**config.mk**
```make
export PLATFORM = sky130hd
export DESIGN_NAME = serial_irq
export DESIGN_NICKNAME = d
export VERILOG_FILES = /design/src/verilog/serial_irq_pkg.sv /design/src/verilog/rxq_if.sv /design/src/verilog/rx_store.sv /design/src/verilog/serial_irq.sv
export VERILOG_INCLUDE_DIRS = /design/src /design/src/verilog
export SDC_FILE = /design/constraint.sdc
export NUM_CORES = 1
export LEC_CHECK = 0
export BUFFER_PORTS_ARGS = -buffer_cell sky130_fd_sc_hd__buf_2
export CAP_MARGIN = 30
export CORE_MARGIN = 2
export CORE_UTILIZATION = 40
export CTS_CLUSTER_DIAMETER = 40
export DETAILED_ROUTE_END_ITERATION = 10
export SYNTH_ARGS = -nofsm -noshare
export SYNTH_HDL_FRONTEND = slang
export SYNTH_HIERARCHICAL = 1
export SYNTH_SLANG_ARGS = --single-unit
```
**constraint.sdc**
```tcl
create_clock -name aclk -period 5.58 [get_ports aclk]
set_clock_uncertainty 0.1 [all_clocks]
set_input_delay 1.116 -clock aclk [delete_from_list [all_inputs] [get_ports aclk]]
set_output_delay 1.116 -clock aclk [all_outputs]
set_load 0.01 [all_outputs]
```
**src/verilog/serial_irq_regs.svh**
```systemverilog
// Register offsets, field positions, reset values and sizes of the serial interrupt block
`ifndef SERIAL_IRQ_REGS_SVH
`define SERIAL_IRQ_REGS_SVH
`define ADDR_CMD      8'h00
`define ADDR_ICTL     8'h04
`define ADDR_XOPT     8'h08
`define ADDR_STAT     8'h0c
`define ADDR_SCST     8'h10
`define ADDR_RXD      8'h14
`define ADDR_TXD      8'h18
`define ADDR_VEC      8'h1c
`define ICTL_TXIE     1
`define ICTL_PAR      2
`define ICTL_MODE_LO  3
`define ICTL_MODE_HI  4
`define XOPT_RXTHR    3
`define XOPT_TXLVL    5
`define STAT_RXAV     0
`define STAT_TEF      2
`define STAT_LOCK     3
`define VEC_RXP       0
`define VEC_TXP       1
`define VEC_IUS       2
`define VEC_ST_LO     4
`define VEC_ST_HI     5
`define TXLVL_RST     1'b1
`define RX_THRESHOLD  4'h4
`define TX_LOW_FULL   2'h3
`define RESP_OKAY     2'b00
`define RESP_SLVERR   2'b10
`endif

```
**src/verilog/serial_irq_pkg.sv**
```systemverilog
// Types of the serial interrupt block
package serial_irq_pkg;
  typedef enum logic [1:0] {
    RX_OFF     = 2'b00,
    RX_FIRST   = 2'b01,
    RX_ALL     = 2'b10,
    RX_SPECIAL = 2'b11
  } rx_mode_t;

  typedef enum logic [2:0] {
    CMD_NONE     = 3'h0,
    CMD_NEXT_CHR = 3'h1,
    CMD_ERR_RST  = 3'h2,
    CMD_TXP_RST  = 3'h3,
    CMD_IUS_RST  = 3'h4
  } cmd_t;

  typedef enum logic [1:0] {
    VS_TX      = 2'b00,
    VS_RX_CHAR = 2'b10,
    VS_RX_SPEC = 2'b11
  } vec_status_t;

  typedef struct packed {
    logic [7:0][11:0] mem;
    logic [2:0]       head;
    logic [3:0]       count;
  } store_state_t;

  typedef struct packed {
    logic        awready;
    logic        wready;
    logic        bvalid;
    logic [1:0]  bresp;
    logic        arready;
    logic        rvalid;
    logic [1:0]  rresp;
    logic [31:0] rdata;
    logic        aw_got;
    logic        w_got;
    logic [7:0]  waddr;
    logic [7:0]  wbyte;
    logic        wlane;
    logic        tx_ie;
    logic        par_en;
    rx_mode_t    mode;
    logic        rx_thr;
    logic        tx_lvl;
    logic        armed;
    logic        first_pend;
    logic        special;
    logic        lock;
    logic        rx_pend;
    logic [7:0]  tx_entry;
    logic        entry_full;
    logic [2:0][7:0] tx_low;
    logic [1:0]  tx_cnt;
    logic        tx_written;
    logic [1:0]  tx_pend;
    logic        in_service;
    vec_status_t vstat;
    logic        irq;
    logic        entry_free;
    logic        tx_valid;
    logic [7:0]  tx_data;
    logic        dma_req;
    logic        rx_ready;
  } chan_state_t;
endpackage : serial_irq_pkg

```
**src/verilog/rxq_if.sv**
```systemverilog
// Link between the channel logic and its receive data and status store
`timescale 1ns/1ps
interface rxq_if;
  logic        push;
  logic [7:0]  push_data;
  logic [3:0]  push_err;
  logic        pop;
  logic [3:0]  count;
  logic [7:0]  head_data;
  logic [3:0]  head_err;
  modport owner (output push, push_data, push_err, pop, input count, head_data, head_err);
  modport store (input push, push_data, push_err, pop, output count, head_data, head_err);
endinterface : rxq_if

```
**src/verilog/rx_store.sv**
```systemverilog
// Eight-deep receive store holding each data byte with its error status
`timescale 1ns/1ps
module rx_store
  import serial_irq_pkg::*;
(
  // Clock and reset
  input wire logic aclk,
  input wire logic aresetn,
  // Store port
  rxq_if.store     q
);
  store_state_t s_q;
  store_state_t s_d;
  logic         do_pop;
  logic         do_push;
  logic [2:0]   tail;

  always_comb begin
    s_d     = s_q;
    do_pop  = q.pop && (s_q.count != 4'h0);
    do_push = q.push && ((s_q.count != 4'h8) || do_pop);
    tail    = 3'(s_q.head + s_q.count[2:0]);
    if (do_push) begin
      s_d.mem[tail] = {q.push_err, q.push_data};
    end
    if (do_pop) begin
      s_d.head = 3'(s_q.head + 3'h1);
    end
    s_d.count = 4'(s_q.count + {3'h0, do_push} - {3'h0, do_pop});
  end

  always_ff @(posedge aclk) begin
    if (!aresetn) begin
      s_q <= '0;
    end else begin
      s_q <= s_d;
    end
  end

  assign q.count     = s_q.count;
  assign q.head_data = s_q.mem[s_q.head][7:0];
  assign q.head_err  = s_q.mem[s_q.head][11:8];
endmodule : rx_store

```
**src/verilog/serial_irq.sv**
```systemverilog
// Receive and transmit interrupt-pending logic of one serial channel with AXI4-Lite registers
//
// The implementer's own choices: the register offsets and the AXI4-Lite register port.
`timescale 1ns/1ps
`include "serial_irq_regs.svh"
// Operation
// - First-character mode flags first byte, clears on removal
// - Then silent until next-char command or special
// - Special raised after its byte read, then locks
// - Error-reset command releases lock; host reads status first
// - Lock freezes exit only; store keeps receiving
// - One pending/in-service flag; vector status distinguishes
// - All mode: pending while a byte at exit
// - All mode with threshold: pending at four bytes
// - All mode: special never locks the store
// - Special-only mode: only special bytes flag pending
// - Lock withholds DMA requests until unlocked
// - Transmit interrupt enable gates transmit interrupts
// - Level option set: pending when transmit store empties
// - Reset sets the transmit level option
// - Entry-free follows entry location only
// - Level option clear: request while three or fewer
// - Write drops request; returns as entry shifts down
// - Write or command clears; needs a prior write
// - Sync end of CRC sets pending only; entry-free unchanged
// - CRC interrupt latched on top; two resets needed
// - Receive mode is control bits four to three
// - Data read pops data and status together
module serial_irq
  import serial_irq_pkg::*;
(
  // Clock and reset
  input  wire logic        aclk,
  input  wire logic        aresetn,
  // AXI4-Lite write channels
  input  wire logic        awvalid,
  output logic             awready,
  input  wire logic [7:0]  awaddr,
  input  wire logic [2:0]  awprot,
  input  wire logic        wvalid,
  output logic             wready,
  input  wire logic [31:0] wdata,
  input  wire logic [3:0]  wstrb,
  output logic             bvalid,
  input  wire logic        bready,
  output logic [1:0]       bresp,
  // AXI4-Lite read channels
  input  wire logic        arvalid,
  output logic             arready,
  input  wire logic [7:0]  araddr,
  input  wire logic [2:0]  arprot,
  output logic             rvalid,
  input  wire logic        rready,
  output logic [31:0]      rdata,
  output logic [1:0]       rresp,
  // Receiver side
  input  wire logic        rx_push,
  input  wire logic [7:0]  rx_byte,
  input  wire logic [3:0]  rx_err,
  output logic             rx_ready,
  // Transmit shifter side
  output logic             tx_valid,
  output logic [7:0]       tx_data,
  input  wire logic        tx_take,
  input  wire logic        sync_mode,
  input  wire logic        crc_done,
  // Interrupt and DMA
  output logic             irq,
  input  wire logic        iack,
  output logic [1:0]       vec_status,
  output logic             dma_rx_req
);
  chan_state_t s_q;
  chan_state_t s_d;
  rxq_if       rq ();

  logic        wr_fire;
  logic        rd_fire;
  cmd_t        cmd;
  logic        head_spec;
  logic        rx_empty;
  logic        do_pop;
  logic        tx_wr;
  logic        take;
  logic        shift_dn;
  logic        tx_evt;
  logic        tx_dec;
  logic        rx_req;
  logic        tx_req;
  logic        lock_mode;

  rx_store u_store (
    .aclk    (aclk),
    .aresetn (aresetn),
    .q       (rq.store)
  );

  function automatic logic is_special(input logic [3:0] err, input logic par_en);
    is_special = |(err & {3'b111, par_en});
  endfunction : is_special

  function automatic logic [31:0] byte_word(input logic [7:0] b);
    byte_word = {24'h0, b};
  endfunction : byte_word

  always_comb begin
    s_d       = s_q;
    cmd       = CMD_NONE;
    tx_wr     = 1'b0;
    do_pop    = 1'b0;
    tx_evt    = 1'b0;
    tx_dec    = 1'b0;
    rx_empty  = (rq.count == 4'h0);
    head_spec = !rx_empty && is_special(rq.head_err, s_q.par_en);
    lock_mode = (s_q.mode == RX_FIRST) || (s_q.mode == RX_SPECIAL);

    // Write path: address and data taken in either order
    if (awvalid && s_q.awready) begin
      s_d.aw_got = 1'b1;
      s_d.waddr  = awaddr;
    end
    if (wvalid && s_q.wready) begin
      s_d.w_got = 1'b1;
      s_d.wbyte = wdata[7:0];
      s_d.wlane = wstrb[0];
    end
    wr_fire = s_q.aw_got && s_q.w_got && !s_q.bvalid;
    if (wr_fire) begin
      s_d.aw_got = 1'b0;
      s_d.w_got  = 1'b0;
      s_d.bvalid = 1'b1;
      s_d.bresp  = `RESP_OKAY;
      unique case (s_q.waddr)
        `ADDR_CMD: begin
          if (s_q.wlane) begin
            cmd = cmd_t'(s_q.wbyte[2:0]);
          end
        end
        `ADDR_ICTL: begin
          if (s_q.wlane) begin
            s_d.tx_ie  = s_q.wbyte[`ICTL_TXIE];
            s_d.par_en = s_q.wbyte[`ICTL_PAR];
            s_d.mode   = rx_mode_t'(s_q.wbyte[`ICTL_MODE_HI:`ICTL_MODE_LO]);
          end
        end
        `ADDR_XOPT: begin
          if (s_q.wlane) begin
            s_d.rx_thr = s_q.wbyte[`XOPT_RXTHR];
            s_d.tx_lvl = s_q.wbyte[`XOPT_TXLVL];
          end
        end
        `ADDR_TXD: begin
          tx_wr = s_q.wlane && !s_q.entry_full;
        end
        `ADDR_STAT, `ADDR_SCST, `ADDR_RXD, `ADDR_VEC: begin
        end
        default: begin
          s_d.bresp = `RESP_SLVERR;
        end
      endcase
    end
    if (s_q.bvalid && bready) begin
      s_d.bvalid = 1'b0;
    end
    s_d.awready = !s_d.aw_got && !s_d.bvalid;
    s_d.wready  = !s_d.w_got && !s_d.bvalid;

    // Read path
    rd_fire = arvalid && s_q.arready;
    if (rd_fire) begin
      s_d.rvalid = 1'b1;
      s_d.rresp  = `RESP_OKAY;
      s_d.rdata  = 32'h0;
      unique case (araddr)
        `ADDR_CMD: begin
        end
        `ADDR_ICTL: begin
          s_d.rdata[`ICTL_TXIE] = s_q.tx_ie;
          s_d.rdata[`ICTL_PAR]  = s_q.par_en;
          s_d.rdata[`ICTL_MODE_HI:`ICTL_MODE_LO] = s_q.mode;
        end
        `ADDR_XOPT: begin
          s_d.rdata[`XOPT_RXTHR] = s_q.rx_thr;
          s_d.rdata[`XOPT_TXLVL] = s_q.tx_lvl;
        end
        `ADDR_STAT: begin
          s_d.rdata[`STAT_RXAV] = !rx_empty;
          s_d.rdata[`STAT_TEF]  = s_q.entry_free;
          s_d.rdata[`STAT_LOCK] = s_q.lock;
        end
        `ADDR_SCST: begin
          s_d.rdata = {28'h0, rq.head_err};
        end
        `ADDR_RXD: begin
          s_d.rdata = byte_word(rq.head_data);
          if (!rx_empty) begin
            s_d.first_pend = 1'b0;
            s_d.armed      = 1'b0;
            if (s_q.lock) begin
              do_pop = 1'b0;
            end else if (lock_mode && head_spec) begin
              s_d.lock    = 1'b1;
              s_d.special = 1'b1;
            end else begin
              do_pop = 1'b1;
            end
          end
        end
        `ADDR_TXD: begin
        end
        `ADDR_VEC: begin
          s_d.rdata[`VEC_RXP] = s_q.rx_pend;
          s_d.rdata[`VEC_TXP] = (s_q.tx_pend != 2'h0);
          s_d.rdata[`VEC_IUS] = s_q.in_service;
          s_d.rdata[`VEC_ST_HI:`VEC_ST_LO] = s_q.vstat;
        end
        default: begin
          s_d.rresp = `RESP_SLVERR;
        end
      endcase
    end
    if (s_q.rvalid && rready) begin
      s_d.rvalid = 1'b0;
    end
    s_d.arready = !s_d.rvalid;

    // Commands
    if (cmd == CMD_NEXT_CHR) begin
      s_d.armed = 1'b1;
    end
    if (cmd == CMD_ERR_RST && s_q.lock) begin
      s_d.lock    = 1'b0;
      s_d.special = 1'b0;
      do_pop      = 1'b1;
    end
    if (cmd == CMD_IUS_RST) begin
      s_d.in_service = 1'b0;
    end
    if (wr_fire && s_q.waddr == `ADDR_ICTL && s_q.wlane && s_d.mode == RX_FIRST && s_q.mode != RX_FIRST) begin
      s_d.armed = 1'b1;
    end
    if (!lock_mode && s_d.mode != RX_OFF) begin
      s_d.lock    = 1'b0;
      s_d.special = 1'b0;
    end

    // Receive pending per mode
    if (s_q.mode == RX_FIRST && s_d.armed && !rx_empty && !s_q.lock) begin
      s_d.first_pend = 1'b1;
    end
    unique case (s_q.mode)
      RX_OFF:     s_d.rx_pend = 1'b0;
      RX_FIRST:   s_d.rx_pend = s_d.first_pend || s_d.special;
      RX_ALL: begin
        if (s_q.rx_thr) begin
          s_d.rx_pend = (rq.count >= `RX_THRESHOLD) || head_spec;
        end else begin
          s_d.rx_pend = !rx_empty;
        end
      end
      RX_SPECIAL: s_d.rx_pend = s_d.special;
    endcase
    s_d.dma_req  = !s_d.lock && !rq.count[3] && (rq.count > 4'(do_pop));
    s_d.rx_ready = (rq.count != 4'h8) || do_pop;

    // Transmit store: entry location above a three-deep lower store
    take     = s_q.tx_valid && tx_take;
    s_d.tx_low = s_q.tx_low;
    if (take) begin
      s_d.tx_low[0] = s_q.tx_low[1];
      s_d.tx_low[1] = s_q.tx_low[2];
    end
    s_d.tx_cnt = 2'(s_q.tx_cnt - {1'b0, take});
    shift_dn = s_q.entry_full && (s_d.tx_cnt != `TX_LOW_FULL);
    if (shift_dn) begin
      s_d.tx_low[s_d.tx_cnt] = s_q.tx_entry;
      s_d.tx_cnt     = 2'(s_d.tx_cnt + 2'h1);
      s_d.entry_full = 1'b0;
    end
    if (tx_wr) begin
      s_d.tx_entry   = s_q.wbyte;
      s_d.entry_full = 1'b1;
      s_d.tx_written = 1'b1;
      tx_dec         = 1'b1;
    end
    if (cmd == CMD_TXP_RST) begin
      tx_dec = 1'b1;
    end
    if (s_q.tx_lvl) begin
      tx_evt = take && (s_q.tx_cnt == 2'h1) && !s_q.entry_full;
    end else begin
      tx_evt = shift_dn;
    end
    if (sync_mode && crc_done) begin
      tx_evt = 1'b1;
    end
    tx_evt = tx_evt && s_q.tx_written && s_q.tx_ie;
    if (tx_dec && s_q.tx_pend != 2'h0) begin
      s_d.tx_pend = 2'(s_q.tx_pend - 2'h1);
    end
    if (tx_evt && s_d.tx_pend != 2'h2) begin
      s_d.tx_pend = 2'(s_d.tx_pend + 2'h1);
    end
    s_d.entry_free = !s_d.entry_full;
    s_d.tx_valid   = (s_d.tx_cnt != 2'h0);
    s_d.tx_data    = s_d.tx_low[0];

    // Acknowledge and request
    rx_req = s_d.rx_pend && (s_q.mode != RX_OFF);
    tx_req = (s_d.tx_pend != 2'h0) && s_q.tx_ie;
    if (iack && s_q.irq && !s_q.in_service) begin
      s_d.in_service = 1'b1;
      if (s_q.rx_pend && s_q.mode != RX_OFF) begin
        s_d.vstat = s_q.special || (s_q.mode == RX_ALL && head_spec) ? VS_RX_SPEC : VS_RX_CHAR;
      end else begin
        s_d.vstat = VS_TX;
      end
    end
    s_d.irq = !s_d.in_service && (rx_req || tx_req);
  end

  assign rq.push      = rx_push;
  assign rq.push_data = rx_byte;
  assign rq.push_err  = rx_err;
  assign rq.pop       = do_pop;

  always_ff @(posedge aclk) begin
    if (!aresetn) begin
      s_q        <= '0;
      s_q.tx_lvl <= `TXLVL_RST;
    end else begin
      s_q <= s_d;
    end
  end

  assign awready    = s_q.awready;
  assign wready     = s_q.wready;
  assign bvalid     = s_q.bvalid;
  assign bresp      = s_q.bresp;
  assign arready    = s_q.arready;
  assign rvalid     = s_q.rvalid;
  assign rdata      = s_q.rdata;
  assign rresp      = s_q.rresp;
  assign rx_ready   = s_q.rx_ready;
  assign tx_valid   = s_q.tx_valid;
  assign tx_data    = s_q.tx_data;
  assign irq        = s_q.irq;
  assign vec_status = s_q.vstat;
  assign dma_rx_req = s_q.dma_req;
endmodule : serial_irq

```
==> flow_summary.json, run 1 <==
{
  "cts_made_buffers": 17,
  "crit_required_ns": 5.81,
  "area_growth_pct": 9.435,
  "start_util_pct": 40.71,
  "seq_area_frac_synth_pct": 42.14,
  "drc": 0,
  "vias": 6668,
  "dieArea_sq_mm": 0.02427,
  "path_class": "reg2reg",
  "p_leak_nw": 4.339,
  "fin_util_pct": 44.55,
  "cp_max_fo": 15,
  "cts-root-buf": "clkbuf_16",
  "dp_cells": 1271,
  "htreeDepth": 4,
  "switchingPower_mw": 0.9309,
  "hold_path.class": "reg2reg",
  "fin_setup_tns_ns": 0,
  "track_usage_pct": 17.51,
  "post_cts_buffers": 0,
  "p_per_area_mw_per_mm2": 320.6,
  "max_slew_margin_pct": 50.98,
  "setup_viol": 0,
  "synth.area.top_cells": "dfxtp_1 42%, mux2i_1 12%, nand2_1 9.0%",
  "yosys_warnings": 6,
  "finalHoldViolations": 0,
  "slew_viol_final": 0,
  "synth-seq-cells": 194,
  "cp.arrival_ns": 4.74,
  "rows": 55,
  "gp_congestion": 0.8272,
  "critPathCaptureType": "flip-flop",
  "swShare_pct": 28.79,
  "coreArea_sq_mm": 0.02264,
  "grt_pass1_vias": 6275,
  "syn-cell-area_sq_mm": 0.009216,
  "async_reset_ff_share_pct": 0,
  "p_int_mw": 2.302,
  "die_x_um": 155.8,
  "fin_cells": 1303,
  "hold_ws_ns": 0.3567,
  "viasPerCell": 5.117,
  "antenna_found_initial": 1,
  "cts.sinks": 194,
  "synthTopCellsByCount": "220 x nand2_1, 194 x dfxtp_1, 112 x mux2i_1",
  "wl_met3_um": 735,
  "ios": 137,
  "cap_violations": 0,
  "yosysTopAreaCell": "dfxtp_1",
  "synth_top_area_share_pct": 42.14,
  "clk_latency_ns": 0.44,
  "grt_overflow": 0,
  "synth_flop_cell": "dfxtp_1",
  "synthDistinctLibCells": 69,
  "cts.path.max_buffers": 2,
  "fmax_mhz": 221.3,
  "synth_edf_count": 0,
  "drive_gt1_share_pct": 17.78,
  "dr.pass1.iters": 5,
  "grt_max_degree": 111,
  "cts_resized": 0,
  "power_mw": 3.233,
  "cts_hold_buf": 0,
  "finalCriticalPeriod_ns": 4.519,
  "path_clk_slew_ns": 0.08,
  "nFillCells": 2205,
  "drt_iter0_drc": 407,
  "synthCells": 979,
  "ir_drop_uv": 244.8,
  "combPwrFrac_pct": 15.2,
  "rsz0062_at_grt": "false",
  "fin_nets": 1105,
  "status": "finished, final reports clean",
  "cts_tree": "done",
  "grt_pass1_wl_um": 33560,
  "p_clk_share_pct": 38.3,
  "ant_nets": 0,
  "period_share_pct": 80.99,
  "worst-slew-pin-transition_ns": 0.7296,
  "avgSynthCellArea_sq_um": 9.414,
  "routed.top_layer": "met4",
  "io_buffers": 77,
  "yosysMostFrequentCell": "nand2_1",
  "hpwl_um": 13830,
  "critPathLaunchType": "flip-flop",
  "diodes": 0,
  "wirelength_um": 20740,
  "pwr-share-seq_pct": 46.5,
  "wl_per_cell_um": 15.91,
  "fp.dieH_um": 155.8,
  "met2WireLength_um": 9268,
  "wl_met1_um": 10600
}
## worst max-delay path: stages, from the launching register on
cell and delay [ns]:
dfxtp_2 0.67, mux4_2 0.57, mux2_2 0.32, a2111oi_2 0.67
nor2_1 0.09, a21oi_1 0.17, nand2_1 0.07, nand2_1 0.15
a21boi_0 0.45, ha_1 0.22, inv_1 0.07, ha_1 0.26
a21o_1 0.17, a21oi_1 0.18, xor2_1 0.08, and2_1 0.15
## layer usage
layer | up-vias | global-route usage, %
li1 | 3355 | -
met1 | 3170 | 25.75
met2 | 131 | 26.46
met3 | 12 | 3.528
met4 | 0 | 4.019
met5 | - | 0
## power by group through the flow
stage	combinational (mW)	clock (mW)	sequential [mW]
5_1_grt	0.546	1.32	1.51
4_1_cts	0.496	1.26	1.50
3_5_place_dp	0.494	0	1.54
3_3_place_gp	0.481	0	1.53
6_report	0.492	1.24	1.50
2_1_floorplan	0.406	0	1.52
## through the flow
step | worst slack, ns | instance area, sq um
global route | 0.6787 | 10090
global placement | 1.001 | 9484
finish | 1.061 | 10090
CTS | 0.9994 | 10090
floorplan | 1.283 | 9310
detailed placement | 1.034 | 9492
## registers in the layout (all words and copies together) (netlist names), 2 cells and up
signal and flops:
u_store/q.count 4, vec_status 2, rdata 8, u_store/s_q 99, s_q 62, tx_data 8
## cells in the final DEF (no fill, tap or decap), drive strengths merged, types with 16 or more instances in the layout
| master | instances |
|---|---|
| mux4 | 25 |
| a21oi | 45 |
| a311oi | 18 |
| clkbuf | 19 |
| buf | 90 |
| conb | 26 |
| nand3 | 26 |
| ha | 16 |
| dfxtp | 194 |
| inv | 29 |
| nor2 | 56 |
| mux2i | 112 |
| nand2 | 224 |
## logic make-up (layout without fill, tap and decap cells)
family	count (synthesis)	count (layout)	synth area share, %
flip-flops	194	194	42.14
multiplexers	151	151	19.98
buffers and inverters	131	145	8.322
AO/OA/AOI/OAI	104	104	7.684
AND/OR/NAND/NOR	370	370	17.96
other	1	26	0.04069
XOR/XNOR	10	10	1.262
adder cells (fa/ha/maj)	18	18	2.607
## path summary, 6_finish.rpt
kind / start / to / slack, ns / depth (start not counted)
worst max register to register: u_store/s_q[4] / u_store/q.count[3] / 1.06 / 15
worst max-delay path: u_store/s_q[4] / u_store/q.count[3] / 1.06 / 15
worst min-delay path: s_q[38] / s_q[38] / 0.36 / 2
worst min register to register: s_q[38] / s_q[38] / 0.36 / 2
## layout make-up
cell class / count / area (sq um) / area share (%)
Clock buffer: 19 / 432.9 / 4.292
Clock inverter: 13 / 161.4 / 1.600
Inverter: 23 / 86.33 / 0.8560
Multi-Input combinational cell: 679 / 4666 / 46.26
Sequential cell: 194 / 3885 / 38.52
Tap cell: 285 / 356.6 / 3.536
Timing Repair Buffer: 90 / 498.0 / 4.937
Power figures use the tool's default switching activity.
==> run 2: changes to the inputs <==
ABC_AREA = 1   (was unset)
clock period = 3.6 ns   (was 5.58 ns; I/O delays follow)
==> flow_summary.json, run 2 <==
{
  "grt_max_degree": 116,
  "grt_pass1_wl_um": 40630,
  "slew_viol_final": 0,
  "drc": 0,
  "hold_path.class": "reg2reg",
  "crit_required_ns": 3.90,
  "diodes": 0,
  "fin_setup_tns_ns": 0,
  "cts-root-buf": "clkbuf_16",
  "finalCriticalPeriod_ns": 3.500,
  "worstRegToRegCells": 19,
  "switchingPower_mw": 1.902,
  "p_int_mw": 3.670,
  "synth_flop_cell": "dfxtp_1",
  "p_clk_share_pct": 35.6,
  "cts.sinks": 194,
  "start_util_pct": 40.38,
  "wirelength_um": 25350,
  "hold_path_depth": 2,
  "path_clk_slew_ns": 0.09,
  "path_class": "reg2reg",
  "syn-cell-area_sq_mm": 0.009706,
  "yosysMostFrequentCell": "nor2_1",
  "fp.dieH_um": 159.8,
  "drt_iter0_drc": 645,
  "setup_slack_ns": 0.1002,
  "setup_viol": 0,
  "p_per_area_mw_per_mm2": 510.3,
  "reg_top3": "u_store/s_q: 99 flops, s_q: 62 flops",
  "dieArea_sq_mm": 0.02553,
  "synth_top_area_share_pct": 40.02,
  "antenna_found_initial": 0,
  "gp_congestion": 0.7955,
  "hpwl_um": 16840,
  "cts_hold_buf": 0,
  "status": "finished, final reports clean",
  "cp_max_fo": 10,
  "dpl_worst_slack_ns": 0.07635,
  "pwr-share-seq_pct": 43.5,
  "final_common_cell": "nor2_1",
  "critPathLaunchType": "flip-flop",
  "cts_made_buffers": 17,
  "worst-slew-pin-transition_ns": 0.8272,
  "synth_edf_count": 0,
  "io_buffers": 77,
  "yosys_warnings": 6,
  "synthTopCellsByCount": "301 x nor2_1, 238 x nand2_1, 194 x dfxtp_1",
  "cts.path.max_buffers": 2,
  "yosysTopAreaCell": "dfxtp_1",
  "fmax_mhz": 285.7,
  "die_x_um": 159.8,
  "synthCells": 1397,
  "ant_nets": 0,
  "rows": 57,
  "critPathCaptureType": "flip-flop",
  "cp.arrival_ns": 3.80,
  "fin_nets": 1529,
  "coreArea_sq_mm": 0.02403,
  "viasPerCell": 4.942,
  "vias": 8727,
  "wl_per_cell_um": 14.36,
  "combPwrFrac_pct": 20.9,
  "synth-seq-cells": 194,
  "track_usage_pct": 19.45,
  "max_slew_margin_pct": 44.79,
  "synth.area.top_cells": "dfxtp_1 40%, nor2_1 12%, nand2_1 9.2%",
  "area_growth_pct": 12.50,
  "htreeDepth": 4,
  "grt_overflow": 0,
  "clk_latency_ns": 0.45,
  "grt_pass1_vias": 7858,
  "period_share_pct": 97.22,
  "async_reset_ff_share_pct": 0,
  "ios": 137,
  "p_leak_nw": 4.684,
  "largest_reg_flops": 99,
  "cap_violations": 0,
  "cts_tree": "done",
  "nFillCells": 2551,
  "mostFrequentLayoutCells": "297 x nor2_1, 237 x nand2_1, 193 x dfxtp_1",
  "avgSynthCellArea_sq_um": 6.947,
  "seq_area_frac_synth_pct": 40.02,
  "swShare_pct": 34.13,
  "dr.pass1.iters": 5,
  "ir_drop_uv": 304.0,
  "regMostFlops": "u_store/s_q",
  "finalHoldViolations": 0,
  "synthDistinctLibCells": 49,
  "drive_gt1_share_pct": 14.98
}
[run 2: cell types whose count changed in the layout (fill, tap and decap cells not counted), moves of 30 or more]
cell / change
nor2_1: +243
mux2i_1: -112
o21ai_0: +112
nand3_1: +91
inv_1: +67
a21oi_1: +30
[run 2: area by class of cell]
type                    count  area (sq um)  area share, %
inverters                  98         371.6          3.403
flip-flops and latches    194          3887          35.60
repair buffers            109         715.7          6.554
clock buffers              17         425.4          3.896
multi-input cells        1009          4916          45.02
well taps                 324         405.4          3.713
clock inverters            15         197.7          1.810
[run 2: routing by layer]
layer,GRT usage (%),part of all wire [%]
met1,26.46,48
met4,4.259,1.0
met3,3.636,4.9
met2,32.23,47
met5,0,0
[run 2: power groups by stage]
stage	combinational, mW	sequential [mW]	clock, mW
floorplan	0.919	2.45	0
global placement	1.09	2.47	0
detailed placement	1.11	2.47	0
CTS	1.11	2.42	2.02
global route	1.32	2.44	2.11
finish	1.17	2.42	1.98
[run 2: timing repair]
action / 4_1_cts / 5_1_grt
resized for setup: 0 / 33
hold endpoints to repair: 0 / 0
setup buffers: 0 / 6
endpoints found under the setup margin: 0 / 99
[run 2: kinds of logic after synthesis]
family                     count (synthesis)  synth area share (%)
AOI/OAI and AO/OA                        242                 13.39
xor gates and xnor gates                   2                0.1805
adders and majority gates                 18                 2.475
buffers and inverters                    219                 11.42
DFF                                      194                 40.02
other                                      1               0.03864
and+or+nand+nor                          721                 32.47
[run 2: worst max-delay path, cell delays in order, from the launching register on]
cell	delay [ns]
dfxtp_4	0.40
clkinvlp_4	0.18
buf_4	0.20
clkbuf_16	0.16
o21ai_0	0.17
a31oi_1	0.16
nand2_1	0.13
nand3_2	0.09
nand2_2	0.10
nor2_4	0.05
o31ai_4	0.26
nand2_2	0.13
a21boi_4	0.18
inv_2	0.06
ha_4	0.26
inv_2	0.04
ha_4	0.15
fa_2	0.52
nand2_1	0.05
inv_1	0.06
[run 2: stage by stage]
step / area, sq um / std cells / hold slack (ns) / power [mW] / utilization, %
floorplan: 9804 / 1422 / 0.3297 / 3.367 / -
global placement: 10060 / 1725 / 0.3421 / 3.559 / 41.87
detailed placement: 10060 / 1725 / 0.3432 / 3.577 / 41.87
CTS: 10690 / 1757 / 0.3568 / 5.555 / 44.46
global route: 10920 / 1766 / 0.3854 / 5.873 / 45.43
finish: 10920 / 1766 / 0.3554 / 5.573 / 45.43
[run 2: final timing paths]
kind                            slack (ns)                 end      startpoint
worst max-delay path                  0.10  u_store/q.count[1]  u_store/s_q[4]
worst min-delay path                  0.36             s_q[39]         s_q[39]
worst max register to register        0.10  u_store/q.count[1]  u_store/s_q[4]
worst min register to register        0.36             s_q[39]         s_q[39]
